File: config.mk
export PLATFORM = sky130hd
export DESIGN_NAME = boag_addr_gen
export DESIGN_NICKNAME = d
export VERILOG_FILES = /design/src/verilog/boag_pkg.sv /design/src/verilog/boag_short_if.sv /design/src/verilog/boag_addr_gen.sv /design/src/verilog/boag_short_dec.sv
export SDC_FILE = /design/constraint.sdc
export NUM_CORES = 1
export LEC_CHECK = 0
export BUFFER_PORTS_ARGS = -buffer_cell sky130_fd_sc_hd__buf_2
export CORE_MARGIN = 4
export CORE_UTILIZATION = 45
export CTS_CLUSTER_SIZE = 40
export DETAILED_ROUTE_END_ITERATION = 7
export PLACE_DENSITY = 0.75
export SLEW_MARGIN = 20
export SYNTH_ARGS = -nofsm -noshare
export SYNTH_HDL_FRONTEND = slang
export SYNTH_HIERARCHICAL = 1
export SYNTH_SLANG_ARGS = --single-unit
File: constraint.sdc
create_clock -name clk_in -period 3.22 [get_ports clk_in]
set_input_delay 0.161 -clock clk_in [delete_from_list [all_inputs] [get_ports clk_in]]
set_output_delay 0.161 -clock clk_in [all_outputs]
set_load 0.01 [all_outputs]
File: src/verilog/boag_pkg.sv
// boag_pkg: constants shared by the branch and operand address generator
// assumes a 16-bit address space and an 8-bit core
package boag_pkg;
  localparam int ADDR_W = 16;
  localparam int DISP_W = 8;
  localparam int IDX_W = 5;
  // sign bit of the displacement and index field position in the opcode
  localparam int DISP_SIGN_BIT = 7;
  localparam int IDX_LSB = 1;
  // table base for the table call, entries are two bytes
  localparam logic [15:0] TABLE_BASE = 16'h0040;
  localparam logic [15:0] TABLE_END = 16'h007F;
  // short window
  localparam logic [7:0] SHORT_HI_RAM = 8'hFE;
  localparam logic [7:0] SHORT_HI_SFR = 8'hFF;
  localparam logic [7:0] SHORT_SFR_LIMIT = 8'h20;
  localparam logic [15:0] RESET_PC = 16'h0000;
  // branch / fetch operation codes
  typedef enum logic [2:0] {
    BOAG_OP_SEQ = 3'b000,
    BOAG_OP_REL = 3'b001,
    BOAG_OP_ABS = 3'b010,
    BOAG_OP_TBL = 3'b011,
    BOAG_OP_REG = 3'b100,
    BOAG_OP_HOLD = 3'b101
  } boag_op_type;
  // operand addressing modes
  typedef enum logic [1:0] {
    BOAG_AM_NONE = 2'b00,
    BOAG_AM_DIRECT = 2'b01,
    BOAG_AM_SHORT = 2'b10
  } boag_am_type;
  // table call sequencer states
  typedef enum logic [1:0] {
    BOAG_ST_IDLE = 2'b00,
    BOAG_ST_LO = 2'b01,
    BOAG_ST_HI = 2'b10,
    BOAG_ST_LOAD = 2'b11
  } boag_state_type;
endpackage

File: src/verilog/boag_short_if.sv
// boag_short_if: carries a short operand byte to the short-window decoder
// assumes both ends share clk_in; purely combinational signals
`timescale 1ns/1ps
interface boag_short_if;
  logic [7:0] short_byte;
  logic [15:0] short_addr;
  logic sel_ram;
  logic sel_sfr;
  modport ctrl (output short_byte, input short_addr, sel_ram, sel_sfr);
  modport dec (input short_byte, output short_addr, sel_ram, sel_sfr);
endinterface

File: src/verilog/boag_addr_gen.sv
// boag_addr_gen: program counter and operand address generator of the core
// assumes the decoder holds op inputs valid for one cycle per step and the
// memory returns table read data in the cycle after the address is shown
// Notes on behaviour
// - sequential fetch adds instruction length to counter
// - relative branch adds displacement to next address
// - displacement sign-extended from bit 7
// - short branch and conditionals use relative target
// - absolute call and branch load immediate
// - table call index taken from bits 1-5
// - table call reads target from 40H-7FH
// - register branch copies accumulator pair
// - direct operand uses 16-bit immediate address
// - short operand reaches FE20H to FF1FH
// - bytes 20H-FFH give upper byte FEH
// - bytes 00H-1FH set address bit 8
// - window splits into RAM and registers
`timescale 1ns/1ps
module boag_addr_gen #(
  parameter int ADDR_WIDTH = boag_pkg::ADDR_W
) (
  // clock, reset, enable
  input wire logic clk_in,
  input wire logic rst_in,
  input wire logic ce_in,
  // decoder request
  input wire logic op_valid_in,
  input wire boag_pkg::boag_op_type op_in,
  input wire logic [2:0] instr_len_in,
  input wire logic [7:0] opcode_in,
  input wire logic [7:0] signed_branch_displacement_in,
  input wire logic [15:0] absolute_address_operand_in,
  // register file
  input wire logic [15:0] accumulator_pair_in,
  // operand addressing request
  input wire logic am_valid_in,
  input wire boag_pkg::boag_am_type am_in,
  input wire logic [7:0] short_operand_in,
  // table read data from memory
  input wire logic [7:0] mem_rdata_in,
  // program counter and table fetch
  output logic [15:0] pc_out,
  output logic busy_out,
  output logic tbl_rd_out,
  output logic [15:0] tbl_addr_out,
  // operand address
  output logic [15:0] ea_out,
  output logic ea_valid_out,
  output logic ea_sel_ram_out,
  output logic ea_sel_sfr_out
);
  import boag_pkg::*;

  logic [15:0] pc_r;
  logic [15:0] pc_nxt;
  logic [15:0] disp_ext;
  logic [15:0] tbl_entry;
  logic [IDX_W-1:0] table_index_field;
  logic [7:0] tbl_lo_r;
  logic busy_r;
  logic tbl_rd_r;
  logic [15:0] tbl_addr_r;
  logic [15:0] ea_r;
  logic ea_valid_r;
  logic sel_ram_r;
  logic sel_sfr_r;
  boag_state_type st_r;
  boag_state_type st_nxt;
  boag_short_if sif ();

  // sign fill of the displacement
  assign disp_ext = {{8{signed_branch_displacement_in[DISP_SIGN_BIT]}}, signed_branch_displacement_in};

  // index sits above bit 0 so entries fall on even addresses
  assign table_index_field = opcode_in[IDX_LSB +: IDX_W];
  assign tbl_entry = TABLE_BASE | {10'h000, table_index_field, 1'b0};

  // next counter value; carries above bit 15 are dropped by the width
  always_comb begin
    pc_nxt = pc_r;
    case (op_in)
      BOAG_OP_SEQ: pc_nxt = 16'(pc_r + {13'h0000, instr_len_in});
      // pc_r plus length is the start of the following instruction
      BOAG_OP_REL: pc_nxt = 16'(pc_r + {13'h0000, instr_len_in} + disp_ext);
      BOAG_OP_ABS: pc_nxt = absolute_address_operand_in;
      BOAG_OP_REG: pc_nxt = accumulator_pair_in;
      // hold and table calls leave the counter here; the sequencer loads it
      default: pc_nxt = pc_r;
    endcase
  end

  // table call sequencer: even strobe, odd strobe, then load; each byte lags
  // its strobe by one cycle, so the target lands two cycles after the odd strobe
  always_comb begin
    st_nxt = st_r;
    case (st_r)
      BOAG_ST_IDLE: begin
        if (op_valid_in && op_in == BOAG_OP_TBL) begin
          st_nxt = BOAG_ST_LO;
        end
      end
      BOAG_ST_LO: st_nxt = BOAG_ST_HI;
      BOAG_ST_HI: st_nxt = BOAG_ST_LOAD;
      BOAG_ST_LOAD: st_nxt = BOAG_ST_IDLE;
      default: st_nxt = BOAG_ST_IDLE;
    endcase
  end

  always_ff @(posedge clk_in or posedge rst_in) begin
    if (rst_in) begin
      st_r <= BOAG_ST_IDLE;
    end else if (ce_in) begin
      st_r <= st_nxt;
    end
  end

  // table read strobe and address; requests are ignored while busy
  always_ff @(posedge clk_in or posedge rst_in) begin
    if (rst_in) begin
      tbl_rd_r <= 1'b0;
      tbl_addr_r <= 16'h0000;
      busy_r <= 1'b0;
    end else if (ce_in) begin
      tbl_rd_r <= 1'b0;
      if (st_r == BOAG_ST_IDLE && op_valid_in && op_in == BOAG_OP_TBL) begin
        tbl_rd_r <= 1'b1;
        tbl_addr_r <= tbl_entry;
        busy_r <= 1'b1;
      end else if (st_r == BOAG_ST_LO) begin
        tbl_rd_r <= 1'b1;
        tbl_addr_r <= tbl_addr_r | 16'h0001;
      end else if (st_r == BOAG_ST_LOAD) begin
        busy_r <= 1'b0;
      end
    end
  end

  // low byte of the table entry stands the cycle after its strobe
  always_ff @(posedge clk_in or posedge rst_in) begin
    if (rst_in) begin
      tbl_lo_r <= 8'h00;
    end else if (ce_in && st_r == BOAG_ST_HI) begin
      tbl_lo_r <= mem_rdata_in;
    end
  end

  // program counter
  always_ff @(posedge clk_in or posedge rst_in) begin
    if (rst_in) begin
      pc_r <= RESET_PC;
    end else if (ce_in) begin
      if (st_r == BOAG_ST_LOAD) begin
        pc_r <= {mem_rdata_in, tbl_lo_r};
      end else if (st_r == BOAG_ST_IDLE && op_valid_in && op_in != BOAG_OP_TBL) begin
        pc_r <= pc_nxt;
      end
    end
  end

  // short window mapping lives in its own decoder
  assign sif.short_byte = short_operand_in;
  boag_short_dec u_short (
    .sif(sif)
  );

  // effective operand address; word accesses assume software kept it even
  always_ff @(posedge clk_in or posedge rst_in) begin
    if (rst_in) begin
      ea_r <= 16'h0000;
      ea_valid_r <= 1'b0;
      sel_ram_r <= 1'b0;
      sel_sfr_r <= 1'b0;
    end else if (ce_in) begin
      ea_valid_r <= 1'b0;
      if (am_valid_in && am_in == BOAG_AM_DIRECT) begin
        ea_r <= absolute_address_operand_in;
        ea_valid_r <= 1'b1;
        sel_ram_r <= 1'b0;
        sel_sfr_r <= 1'b0;
      end else if (am_valid_in && am_in == BOAG_AM_SHORT) begin
        ea_r <= sif.short_addr;
        ea_valid_r <= 1'b1;
        sel_ram_r <= sif.sel_ram;
        sel_sfr_r <= sif.sel_sfr;
      end
    end
  end

  assign pc_out = pc_r;
  assign busy_out = busy_r;
  assign tbl_rd_out = tbl_rd_r;
  assign tbl_addr_out = tbl_addr_r;
  assign ea_out = ea_r;
  assign ea_valid_out = ea_valid_r;
  assign ea_sel_ram_out = sel_ram_r;
  assign ea_sel_sfr_out = sel_sfr_r;

  // checks next to the logic
  a_seq_advance: assert property (@(posedge clk_in) disable iff (rst_in)
    ce_in && op_valid_in && op_in == BOAG_OP_SEQ && st_r == BOAG_ST_IDLE
    |=> pc_r == 16'($past(pc_r) + {13'h0000, $past(instr_len_in)}))
    else $error("sequential advance wrong");
  a_rel_target: assert property (@(posedge clk_in) disable iff (rst_in)
    ce_in && op_valid_in && op_in == BOAG_OP_REL && st_r == BOAG_ST_IDLE
    |=> pc_r == 16'($past(pc_r) + {13'h0000, $past(instr_len_in)}
        + {{8{$past(signed_branch_displacement_in[7])}}, $past(signed_branch_displacement_in)}))
    else $error("relative target wrong");
  a_sign_fill: assert property (@(posedge clk_in) disable iff (rst_in)
    disp_ext[15:8] == (signed_branch_displacement_in[7] ? 8'hFF : 8'h00))
    else $error("displacement sign fill wrong");
  a_abs_load: assert property (@(posedge clk_in) disable iff (rst_in)
    ce_in && op_valid_in && op_in == BOAG_OP_ABS && st_r == BOAG_ST_IDLE
    |=> pc_r == $past(absolute_address_operand_in))
    else $error("absolute load wrong");
  a_tbl_addr: assert property (@(posedge clk_in) disable iff (rst_in)
    ce_in && op_valid_in && op_in == BOAG_OP_TBL && st_r == BOAG_ST_IDLE
    |=> tbl_rd_r && tbl_addr_r == {10'h001, $past(opcode_in[5:1]), 1'b0})
    else $error("table entry address wrong");
  a_tbl_load: assert property (@(posedge clk_in) disable iff (rst_in)
    ce_in && st_r == BOAG_ST_LOAD |=> pc_r == {$past(mem_rdata_in), $past(tbl_lo_r)}
      && tbl_addr_r >= TABLE_BASE && tbl_addr_r <= TABLE_END)
    else $error("table target load wrong");
  a_reg_load: assert property (@(posedge clk_in) disable iff (rst_in)
    ce_in && op_valid_in && op_in == BOAG_OP_REG && st_r == BOAG_ST_IDLE
    |=> pc_r == $past(accumulator_pair_in))
    else $error("register branch wrong");
  a_direct_ea: assert property (@(posedge clk_in) disable iff (rst_in)
    ce_in && am_valid_in && am_in == BOAG_AM_DIRECT |=> ea_valid_r && ea_r == $past(absolute_address_operand_in))
    else $error("direct address wrong");
  a_short_ea: assert property (@(posedge clk_in) disable iff (rst_in)
    ce_in && am_valid_in && am_in == BOAG_AM_SHORT
    |=> ea_r == {($past(short_operand_in) < 8'h20) ? 8'hFF : 8'hFE, $past(short_operand_in)}
        && ea_sel_sfr_out == ($past(short_operand_in) < 8'h20))
    else $error("short address wrong");

  // table sequencing: strobes, refusal while busy, release
  // a dropped request during a call must not disturb the counter
  a_tbl_strobe_odd: assert property (@(posedge clk_in) disable iff (rst_in)
    ce_in && st_r == BOAG_ST_LO
    |=> tbl_rd_r && busy_r && tbl_addr_r == ($past(tbl_addr_r) | 16'h0001))
    else $error("table high byte strobe wrong");
  a_busy_hold: assert property (@(posedge clk_in) disable iff (rst_in)
    ce_in && (st_r == BOAG_ST_LO || st_r == BOAG_ST_HI)
    |=> pc_r == $past(pc_r) && busy_r)
    else $error("counter moved during table call");
  a_busy_clear: assert property (@(posedge clk_in) disable iff (rst_in)
    ce_in && st_r == BOAG_ST_LOAD |=> !busy_r && !tbl_rd_r && st_r == BOAG_ST_IDLE)
    else $error("table call did not release");
  a_tbl_lo_capture: assert property (@(posedge clk_in) disable iff (rst_in)
    ce_in && st_r == BOAG_ST_HI |=> tbl_lo_r == $past(mem_rdata_in))
    else $error("table low byte not captured");
  a_rd_quiet: assert property (@(posedge clk_in) disable iff (rst_in)
    ce_in && st_r == BOAG_ST_IDLE && !(op_valid_in && op_in == BOAG_OP_TBL) |=> !tbl_rd_r)
    else $error("table strobe without a call");

  // wrap and reach of the counter arithmetic
  a_seq_wrap: assert property (@(posedge clk_in) disable iff (rst_in)
    ce_in && op_valid_in && op_in == BOAG_OP_SEQ && st_r == BOAG_ST_IDLE
      && (17'(pc_r) + 17'(instr_len_in)) > 17'h0FFFF
    |=> pc_r < $past(pc_r))
    else $error("sequential wrap wrong");
  a_rel_reach: assert property (@(posedge clk_in) disable iff (rst_in)
    ce_in && op_valid_in && op_in == BOAG_OP_REL && st_r == BOAG_ST_IDLE
    |=> 16'(pc_r - $past(pc_r) - {13'h0000, $past(instr_len_in)} + 16'h0080) <= 16'h00FF)
    else $error("relative target out of reach");
  a_hold_op: assert property (@(posedge clk_in) disable iff (rst_in)
    ce_in && op_valid_in && op_in == BOAG_OP_HOLD && st_r == BOAG_ST_IDLE |=> pc_r == $past(pc_r))
    else $error("hold moved the counter");

  // short window decode
  a_short_ram: assert property (@(posedge clk_in) disable iff (rst_in)
    ce_in && am_valid_in && am_in == BOAG_AM_SHORT && short_operand_in >= SHORT_SFR_LIMIT
    |=> ea_r[15:8] == SHORT_HI_RAM && sel_ram_r && !sel_sfr_r)
    else $error("short RAM page wrong");
  a_short_sfr: assert property (@(posedge clk_in) disable iff (rst_in)
    ce_in && am_valid_in && am_in == BOAG_AM_SHORT && short_operand_in < SHORT_SFR_LIMIT
    |=> ea_r[8] && ea_r[15:8] == SHORT_HI_SFR && sel_sfr_r && !sel_ram_r)
    else $error("short register page wrong");
  a_window_span: assert property (@(posedge clk_in) disable iff (rst_in)
    ea_valid_r && (sel_ram_r || sel_sfr_r) |-> ea_r >= 16'hFE20 && ea_r <= 16'hFF1F)
    else $error("short address outside window");
  a_window_split: assert property (@(posedge clk_in) disable iff (rst_in)
    ea_valid_r && (sel_ram_r || sel_sfr_r)
    |-> sel_ram_r == (ea_r <= 16'hFEFF) && sel_sfr_r == (ea_r >= 16'hFF00))
    else $error("short window split wrong");

  // operand strobe and direct selects
  a_ea_pulse: assert property (@(posedge clk_in) disable iff (rst_in)
    ce_in && !am_valid_in |=> !ea_valid_r)
    else $error("operand valid not a pulse");
  a_ea_stand: assert property (@(posedge clk_in) disable iff (rst_in)
    ce_in && !am_valid_in |=> ea_r == $past(ea_r) && sel_ram_r == $past(sel_ram_r))
    else $error("operand address did not stand");
  a_direct_sel: assert property (@(posedge clk_in) disable iff (rst_in)
    ce_in && am_valid_in && am_in == BOAG_AM_DIRECT |=> !sel_ram_r && !sel_sfr_r)
    else $error("direct access raised a window select");
  // a low enable must leave the counter, state, busy, operand address and valid where they were, mid call too
  a_ce_freeze: assert property (@(posedge clk_in) disable iff (rst_in)
    !ce_in |=> pc_r == $past(pc_r) && st_r == $past(st_r) && busy_r == $past(busy_r)
      && ea_r == $past(ea_r) && ea_valid_r == $past(ea_valid_r))
    else $error("state moved with enable low");
endmodule // boag_addr_gen

File: src/verilog/boag_short_dec.sv
// boag_short_dec: maps an 8-bit short operand into the FE20H..FF1FH window
// assumes the caller registers the results
`timescale 1ns/1ps
module boag_short_dec (
  // decoder side of the short operand carrier
  boag_short_if.dec sif
);
  import boag_pkg::*;
  logic low_byte;

  // bytes below 20H wrap up into the register page
  assign low_byte = (sif.short_byte < SHORT_SFR_LIMIT);
  assign sif.short_addr = {(low_byte ? SHORT_HI_SFR : SHORT_HI_RAM), sif.short_byte};
  // the window has no gap, so one compare picks RAM or registers
  assign sif.sel_ram = ~low_byte;
  assign sif.sel_sfr = low_byte;
endmodule // boag_short_dec

==> flow_summary.toml, run 1 <==
[outcome]
status = "complete, but fails checks"
violations = "negative hold slack, negative setup slack"

[clock_network]
ctsHoldBuffers = 0
path_clk_slew_ps = 110
htree_levels = 2
cts_buffers = 5
cts-root-buf = "clkbuf_8"
clock_path_buffers = 2
cts_tree = "yes"
numClockSinks = 54
insertion_delay_ps = 330

[final_layout]
n_fill_cell = 728
mostFrequentLayoutCell = "buf_2"
finalInstanceArea_um2 = 5290
drive_above_1_share_pct = 37.0
nNetsFinal = 707
layout.cells.most_common_list = "buf_2 (117), dfrtp_1 (54), nand2_1 (50)"
antennaDiodeCount = 0
syn2layout_area_growth_pct = 30.1

[yosys]
netlist_area_um2 = 4070
yosys_warnings = 6
synth.distinct_cells = 55
async_reset_ff_share_pct = 100
ys_ff_latch = 54
synthFlopType = "dfrtp_1"
synth-seq-area-share_pct = 33.2
postSynthAreaPerCell_um2 = 8.78
synth-edff-count = 0
netlist_instances = 463

[timing]
worstMarginPinSlew_ps = 1090
rsz0062_at_grt = "true"
layout_min_cycle_time_ps = 3290
clock_skew_ps = 7.41
setup_viol = 5
finalCritPeriodShare_pct = 102
maxSlewHeadroom_pct = 27.2
slew_viol_final = 0
hold_violations = 2
holdWs_ps = -0.595
finalWorstSetupSlack_ps = -67.7
fmax_mhz = 304
timing.setup.tns_ps = -189

[critical_path]
cp_data_arrival_time_ps = 3520
worstPathRequired_ps = 3460
cp_cell_sequence = "ha_4 -> fa_2 -> a21o_1 -> and3_4 -> nand2_4 -> xnor2_4 -> ha_4 -> buf_4 -> nand2_2 -> o21ai_2 -> o21ai_2 -> buf_4 -> o311a_1 -> xor2_1 -> nor3_1 -> a311oi_1"
start_kind = "register"
crit_path_top_delay_cell = "dfrtp_1"
end_kind = "register"
crit_fanout = 4
crit_family = "compound AO/OA/AOI/OAI gates"
crit_path_max_incr_delay_ps = 430
worst-path-buf-inv = 2
worstSetupPathType = "register to register"

[place]
dpl.hpwl_um = 9540
place.gp.congestion = 0.926
post_dp_cell_area_um2 = 4840
portBuffers = 117
place_ws_ps = -126

[floorplanning]
num_rows = 34
core_um2 = 8760
initial_utilization_pct = 46.4
die_area_um2 = 10600
io_pins = 130
die_h_um = 103
die_w_um = 103

[power]
max-vdd-ir-drop_mv = 0.359
total_power_mw = 4.62
powerDensity_nw_per_um2 = 873
leakage_nw = 2.63

[detailed_routing]
antenna_left = 0
avgRoutedWirePerCell_um = 18.4
first_iter_violations = 331
vias = 4107
drt_pre_antenna_iters = 6
drc_errors = 0
routed_via_density = 5.75
routed_wl_um = 13100

[global_routing]
overflow = 0
antenna_found_initial = 0
grt_use_total_pct = 23.8
grt_first_pass_wirelength_um = 19500
grt_max_degree = 55
grt_pass1_vias = 3936

[worst_hold_path]
hp-class = "primary input to async pin"

[run]
drv_cap = 0
[cell families (layout without fill, tap and decap cells)]
family                   count (synthesis)  count (layout)  share of synthesized area, %
AO/OA/AOI/OAI                          146             146                          22.7
XOR/XNOR                                27              27                          5.82
adder cells (fa/ha/maj)                 26              26                          8.31
buffers and inverters                   57             186                          7.69
flip-flops                              54              54                          33.2
multiplexers                            29              29                          7.54
other                                    2              16                         0.185
AND/OR/NAND/NOR                        122             122                          14.5
[layout make-up]
cell class	count	area, µm²	area share, %
clock buffers	5	68.8	1.30
well taps	108	135	2.55
clock inverters	3	43.8	0.828
flip-flops and latches	54	1350	25.5
inverters	12	46.3	0.875
repair buffers	166	968	18.3
multi-input cells	366	2680	50.6
[cells in the mapped netlist, types with 11 or more instances]
master | instances | area, µm²
xnor2_1 | 13 | 114
xor2_1 | 14 | 123
nand2_1 | 53 | 199
nor2_1 | 20 | 75.1
mux2i_1 | 16 | 160
ha_1 | 23 | 288
inv_1 | 12 | 45.0
buf_4 | 25 | 188
dfrtp_1 | 54 | 1350
clkbuf_1 | 16 | 60.1
mux2_2 | 11 | 124
o21ai_0 | 50 | 250
a21oi_1 | 27 | 135
a22oi_1 | 11 | 82.6
[power breakdown]
part | switching (mW) | internal, mW | leakage, nW
logic | 1.56 | 1.44 | 1.91
clock network | 0.242 | 0.234 | 0.0585
registers | 0.214 | 0.932 | 0.664
[per-stage QoR]
| step | hold slack [ps] | util [%] | instances |
|---|---|---|---|
| 4_1_cts | 55.3 | 58.1 | 708 |
| 3_5_place_dp | 392 | 55.2 | 692 |
| 3_3_place_gp | 378 | 55.2 | 692 |
| 6_report | -0.595 | 60.4 | 714 |
| 5_1_grt | 43.3 | 60.4 | 714 |
| 2_1_floorplan | 296 | - | 477 |
[repair_timing]
item	in CTS	in global routing
gates resized for setup	18	22
setup buffers	8	6
setup endpoints to repair	7	9
pin swaps	14	24
[path summary, 6_finish.rpt]
kind / start / to / slack, ps / cells after the start
max: pc_out[0] / pc_out[15] / -70 / 16
min reg2reg: ea_out[12] / ea_out[12] / 480 / 2
min in group clk_in: opcode_in[2] / tbl_addr_out[2] / 60 / 2
min: rst_in / tbl_rd_out / -0.6 / 2
max reg2reg: pc_out[0] / pc_out[15] / -70 / 16
max in group asynchronous: rst_in / ea_out[13] / 2680 / 2
[per-layer routing]
layer | global-route usage (%) | vias up | part of all wire, %
met4 | 10.5 | 0 | 3.1
met3 | 3.65 | 41 | 8.4
met1 | 29.4 | 1937 | 40
li1 | - | 1908 | -
met2 | 40.9 | 221 | 49
met5 | 0 | - | 0
[sequential cells by signal, summed over array words and instances, names as in the netlist]
register	count
ea_out	16
pc_out	16
tbl_lo_r	8
tbl_addr_out	7
st_r	2
busy_out	1
ea_sel_ram_out	1
ea_sel_sfr_out	1
ea_valid_out	1
tbl_rd_out	1
No activity file was read; power rests on OpenSTA's default activity.
==> run 2: changes to the inputs <==
- TNS_END_PERCENT: not set -> 10
==> run 2 against run 1 <==
Net effect:
- the flow finishes with violations (negative setup slack)
- largest cell class unchanged
- combinational power fell by 1%
- clock power barely moved
- non-clock buffer count is the same
- critical path type unchanged
- critical path depth fell by 1
- core utilization down 0.19 points
- clock skew barely moved
- global-route usage increased by 0.067 points
==> flow_summary.toml, run 2 (synthesis gave the netlist of run 1 again) <==
[timing]
finalWorstSetupSlack_ps = -67.8
rsz0062_at_grt = "true"
slew_viol_final = 0
clock_skew_ps = 7.63
fmax_mhz = 304
layout_min_cycle_time_ps = 3290
maxSlewHeadroom_pct = 27.7
hold_violations = 0
worstMarginPinSlew_ps = 1080
setup_viol = 6
finalCritPeriodShare_pct = 102

[critical_path]
end_kind = "register"
crit_fanout = 4
r2r_start = "pc_out[0]"
worstSetupPathType = "register to register"
start_kind = "register"
r2r-end = "pc_out[11]"
worstPathRequired_ps = 3440
cp_data_arrival_time_ps = 3510
rrSetupSlack_ps = -70
worstRegToRegCells = 15

[detailed_routing]
routed_wl_um = 13000
drc_errors = 0
routed_via_density = 5.70
vias = 4070
antenna_left = 0
avgRoutedWirePerCell_um = 18.1
first_iter_violations = 329
drt_pre_antenna_iters = 5

[floorplanning]
initial_utilization_pct = 46.4
die_h_um = 103
die_w_um = 103
core_um2 = 8760
die_area_um2 = 10600
io_pins = 130
num_rows = 34

[final_layout]
antennaDiodeCount = 0
finalInstanceArea_um2 = 5270
multi_input_area_um2 = 2660
stdcell_count = 714
layout.cells.most_common_list = "buf_2 (117), dfrtp_1 (54), nand2_1 (50)"
nNetsFinal = 707
n_fill_cell = 731
mostFrequentLayoutCell = "buf_2"
drive_above_1_share_pct = 36.6
syn2layout_area_growth_pct = 29.7
register_area_um2 = 1350

[clock_network]
htree_levels = 2
clock_path_buffers = 2
cts_tree = "yes"
cts_buffers = 5
path_clk_slew_ps = 110
insertion_delay_ps = 320
cts-root-buf = "clkbuf_8"
numClockSinks = 54
ctsHoldBuffers = 0

[global_routing]
overflow = 0
grt_use_total_pct = 23.8
grt_first_pass_wirelength_um = 19500
grt_max_degree = 55
antenna_found_initial = 0
grt_pass1_vias = 3901

[power]
powerDensity_nw_per_um2 = 868
leakage_nw = 2.63
max-vdd-ir-drop_mv = 0.345
total_power_mw = 4.58

[run]
drv_cap = 0

[worst_hold_path]
hp-class = "primary input to async pin"

[place]
place.gp.congestion = 0.926
dpl.hpwl_um = 9540
dp.cells = 692
post_dp_cell_area_um2 = 4840
portBuffers = 117

[outcome]
violations = "negative setup slack"
status = "complete, but fails checks"
run 2: stage by stage:
stage / setup WS (ps) / hold slack (ps) / setup TNS (ps) / util [%]
after floorplan: 0.825 / 296 / 0 / -
after global placement: -61.3 / 378 / -203 / 55.2
after detailed placement: -126 / 392 / -533 / 55.2
after CTS: -53.4 / 55.3 / -141 / 58.0
after global routing: -200 / 43.8 / -1020 / 60.2
final: -67.8 / 2.07 / -203 / 60.2
run 2: repair_timing:
action	in CTS	in global routing
gates resized for setup	17	21
setup buffers	7	7
endpoints found under the hold margin	0	0
setup endpoints to repair	7	9
pin swaps	14	20
run 2: area by class of cell:
| cell class | count | area share, % |
|---|---|---|
| tap | 108 | 2.56 |
| sequential | 54 | 25.6 |
| inverter | 12 | 0.878 |
| clock inverter | 3 | 0.830 |
| clock buffer | 5 | 1.30 |
| timing repair buffer | 166 | 18.4 |
| multi-input combinational | 366 | 50.4 |
run 2: worst max path at each step:
stage / start / end / slack [ps] / cells after the start
floorplan: pc_out[0] / pc_out[15] / 0.8 / 14
global placement: pc_out[0] / pc_out[11] / -60 / 15
detailed placement: pc_out[0] / pc_out[14] / -130 / 13
CTS: pc_out[1] / pc_out[14] / -50 / 14
global route: pc_out[0] / pc_out[15] / -200 / 16
finish: pc_out[0] / pc_out[11] / -70 / 15
run 2: critical path: stages, from the launching register on:
cell	delay [ps]
dfrtp_1	430
ha_4	180
fa_2	350
a21o_1	180
and3_4	200
nand2_4	90
xnor2_4	130
ha_4	240
a21oi_2	230
nand2_1	140
o21ai_2	220
o21ai_1	140
xor2_1	150
a221oi_1	280
buf_4	170
a21oi_1	30
run 2: per-layer routing:
metal | track usage (%) | vias up | wire length [µm]
li1 | - | 1911 | -
met2 | 41.2 | 187 | 6360
met4 | 10.3 | 0 | 406
met1 | 30.0 | 1927 | 5310
met5 | 0 | - | 0
met3 | 2.84 | 45 | 879
run 2: power breakdown:
| group | switching (mW) | internal, mW | leakage, nW |
|---|---|---|---|
| Sequential | 0.214 | 0.932 | 0.664 |
| Clock | 0.242 | 0.234 | 0.0585 |
| Combinational | 1.54 | 1.42 | 1.91 |
==> run 3: changes to the inputs <==
- CORE_MARGIN: 4 -> 3
==> run 3 against run 2 <==
Net effect:
- core utilization is 0.49 points lower
- sequential power hardly changed
- wire length is 5.0% lower
- largest cell class unchanged
- clock-buffer cell count stayed put
- first-iteration DRC count is 30% lower
- clock power is 15% lower
- maximum frequency is 0.10% higher
- hold slack worse by 33 ps
- the run ends with negative hold slack, negative setup slack left
- total power is 4.4% lower
==> flow_summary.toml, run 3 (synthesis gave the netlist of run 1 again) <==
[power]
max-vdd-ir-drop_mv = 0.384
powerDensity_nw_per_um2 = 837
total_power_mw = 4.38
leakage_nw = 2.58

[timing]
fmax_mhz = 304
clock_skew_ps = 13.8
slew_viol_final = 0
hold_violations = 25
maxSlewHeadroom_pct = 25.4
worstMarginPinSlew_ps = 1120
finalWorstSetupSlack_ps = -64.3
setup_viol = 6
holdWs_ps = -30.5
finalCritPeriodShare_pct = 102
rsz0062_at_grt = "true"
layout_min_cycle_time_ps = 3280

[final_layout]
layout.cells.most_common_list = "buf_2 (117), dfrtp_1 (54), nand2_1 (52)"
syn2layout_area_growth_pct = 28.7
finalInstanceArea_um2 = 5230
mostFrequentLayoutCell = "buf_2"
stdcell_count = 704
antennaDiodeCount = 0
n_fill_cell = 737
final_core_util_pct = 59.7
drive_above_1_share_pct = 36.7
nNetsFinal = 697

[global_routing]
antenna_found_initial = 0
grt_first_pass_wirelength_um = 19300
grt_use_total_pct = 23.7
overflow = 0
grt_pass1_vias = 3871
grt_max_degree = 38

[critical_path]
crit_family = "compound AO/OA/AOI/OAI gates"
cp_data_arrival_time_ps = 3530
crit_path_top_delay_cell = "dfrtp_1"
worst-path-buf-inv = 2
cp_cell_sequence = "ha_4 -> fa_2 -> a21o_1 -> and3_4 -> nand2_4 -> xnor2_2 -> ha_1 -> buf_4 -> o21a_1 -> nor2_4 -> o31ai_4 -> buf_4 -> o21ba_2 -> o311a_1 -> o21ai_1"
crit_fanout = 3
start_kind = "register"
critPathMostFrequentCell = "buf_4"
end_kind = "register"
worstPathRequired_ps = 3470
crit_path_max_incr_delay_ps = 430
worstSetupPathType = "register to register"

[place]
place.gp.congestion = 0.861
post_dp_cell_area_um2 = 4810
dpl.hpwl_um = 9380
dp.cells = 688
portBuffers = 117

[clock_network]
insertion_delay_ps = 330
numClockSinks = 54
cts_buffers = 5
ctsHoldBuffers = 0
path_clk_slew_ps = 110
cts_tree = "yes"
clock_path_buffers = 2
cts-root-buf = "clkbuf_8"
htree_levels = 2

[detailed_routing]
routed_via_density = 5.68
first_iter_violations = 230
antenna_left = 0
avgRoutedWirePerCell_um = 17.5
drt_pre_antenna_iters = 5
drc_errors = 0
routed_wl_um = 12300
vias = 3997

[floorplanning]
die_h_um = 101
core_um2 = 8760
initial_utilization_pct = 46.4
die_w_um = 101
die_area_um2 = 10200
io_pins = 130
num_rows = 34

[outcome]
violations = "negative hold slack, negative setup slack"
status = "complete, but fails checks"

[run]
drv_cap = 0

[worst_hold_path]
hp-class = "primary input to async pin"
## run 3: cell types whose count changed in the layout (fill, tap and decap cells not counted), moves of 2 or more
cell	previous run	this run
xor2_2	2	0
buf_4	45	37
clkinv_4	0	3
nand2_1	50	52
nand3_1	3	0
nand3_4	0	2
clkinv_2	2	0
a21oi_1	23	21
a21oi_2	4	6
buf_6	4	2
## run 3: worst reg2reg max path: stages, from the launching register on
cell	delay, ps
dfrtp_1	430
ha_4	180
fa_2	360
a21o_1	200
and3_4	200
nand2_4	70
xnor2_2	70
ha_1	340
buf_4	160
o21a_1	210
nor2_4	120
o31ai_4	90
buf_4	160
o21ba_2	210
o311a_1	280
o21ai_1	120
## run 3: power breakdown
part | switching (mW) | leakage (nW) | internal [mW]
sequential | 0.247 | 0.664 | 0.932
clock | 0.247 | 0.0483 | 0.158
combinational | 1.44 | 1.87 | 1.36
total | 1.93 | 2.58 | 2.45
## run 3: area by class of cell
type / count / area (µm²) / share of cell area, %
inverter: 12 / 45.0 / 0.861
clock buffer: 5 / 68.8 / 1.32
timing repair buffer: 156 / 886 / 16.9
clock inverter: 3 / 26.3 / 0.502
sequential: 54 / 1350 / 25.8
multi-input combinational: 366 / 2720 / 52.0
tap: 108 / 135 / 2.58
## run 3: through the flow
| stage | setup TNS (ps) | worst slack (ps) |
|---|---|---|
| final | -270 | -64.3 |
| after global routing | -1200 | -218 |
| after CTS | -179 | -63.0 |
| after detailed placement | -454 | -183 |
| after global placement | -119 | -74.8 |
| after floorplan | 0 | 0.825 |
## run 3: path summary, 6_finish.rpt
path                       depth (start not counted)       startpoint  slack [ps]               to
setup / recovery                                  15        pc_out[0]         -60       pc_out[12]
hold reg to reg                                    1  tbl_addr_out[6]         490  tbl_addr_out[6]
max in group asynchronous                          3           rst_in        2500        ea_out[2]
hold / removal                                     2           rst_in         -30  tbl_addr_out[0]
setup reg to reg                                  15        pc_out[0]         -60       pc_out[12]
min in group clk_in                                2     opcode_in[1]          50  tbl_addr_out[1]
## run 3: routing by layer
| metal | GRT usage (%) | part of all wire [%] |
|---|---|---|
| met5 | 0 | 0 |
| met3 | 3.60 | 7.0 |
| met2 | 40.2 | 49 |
| met1 | 31.6 | 43 |
| met4 | 5.83 | 1.7 |
## run 3: repair_timing
| item | CTS | global route |
|---|---|---|
| buffers inserted | 3 | 5 |
| resized for setup | 12 | 33 |
| setup endpoints to repair | 6 | 8 |
| pin swaps | 14 | 20 |
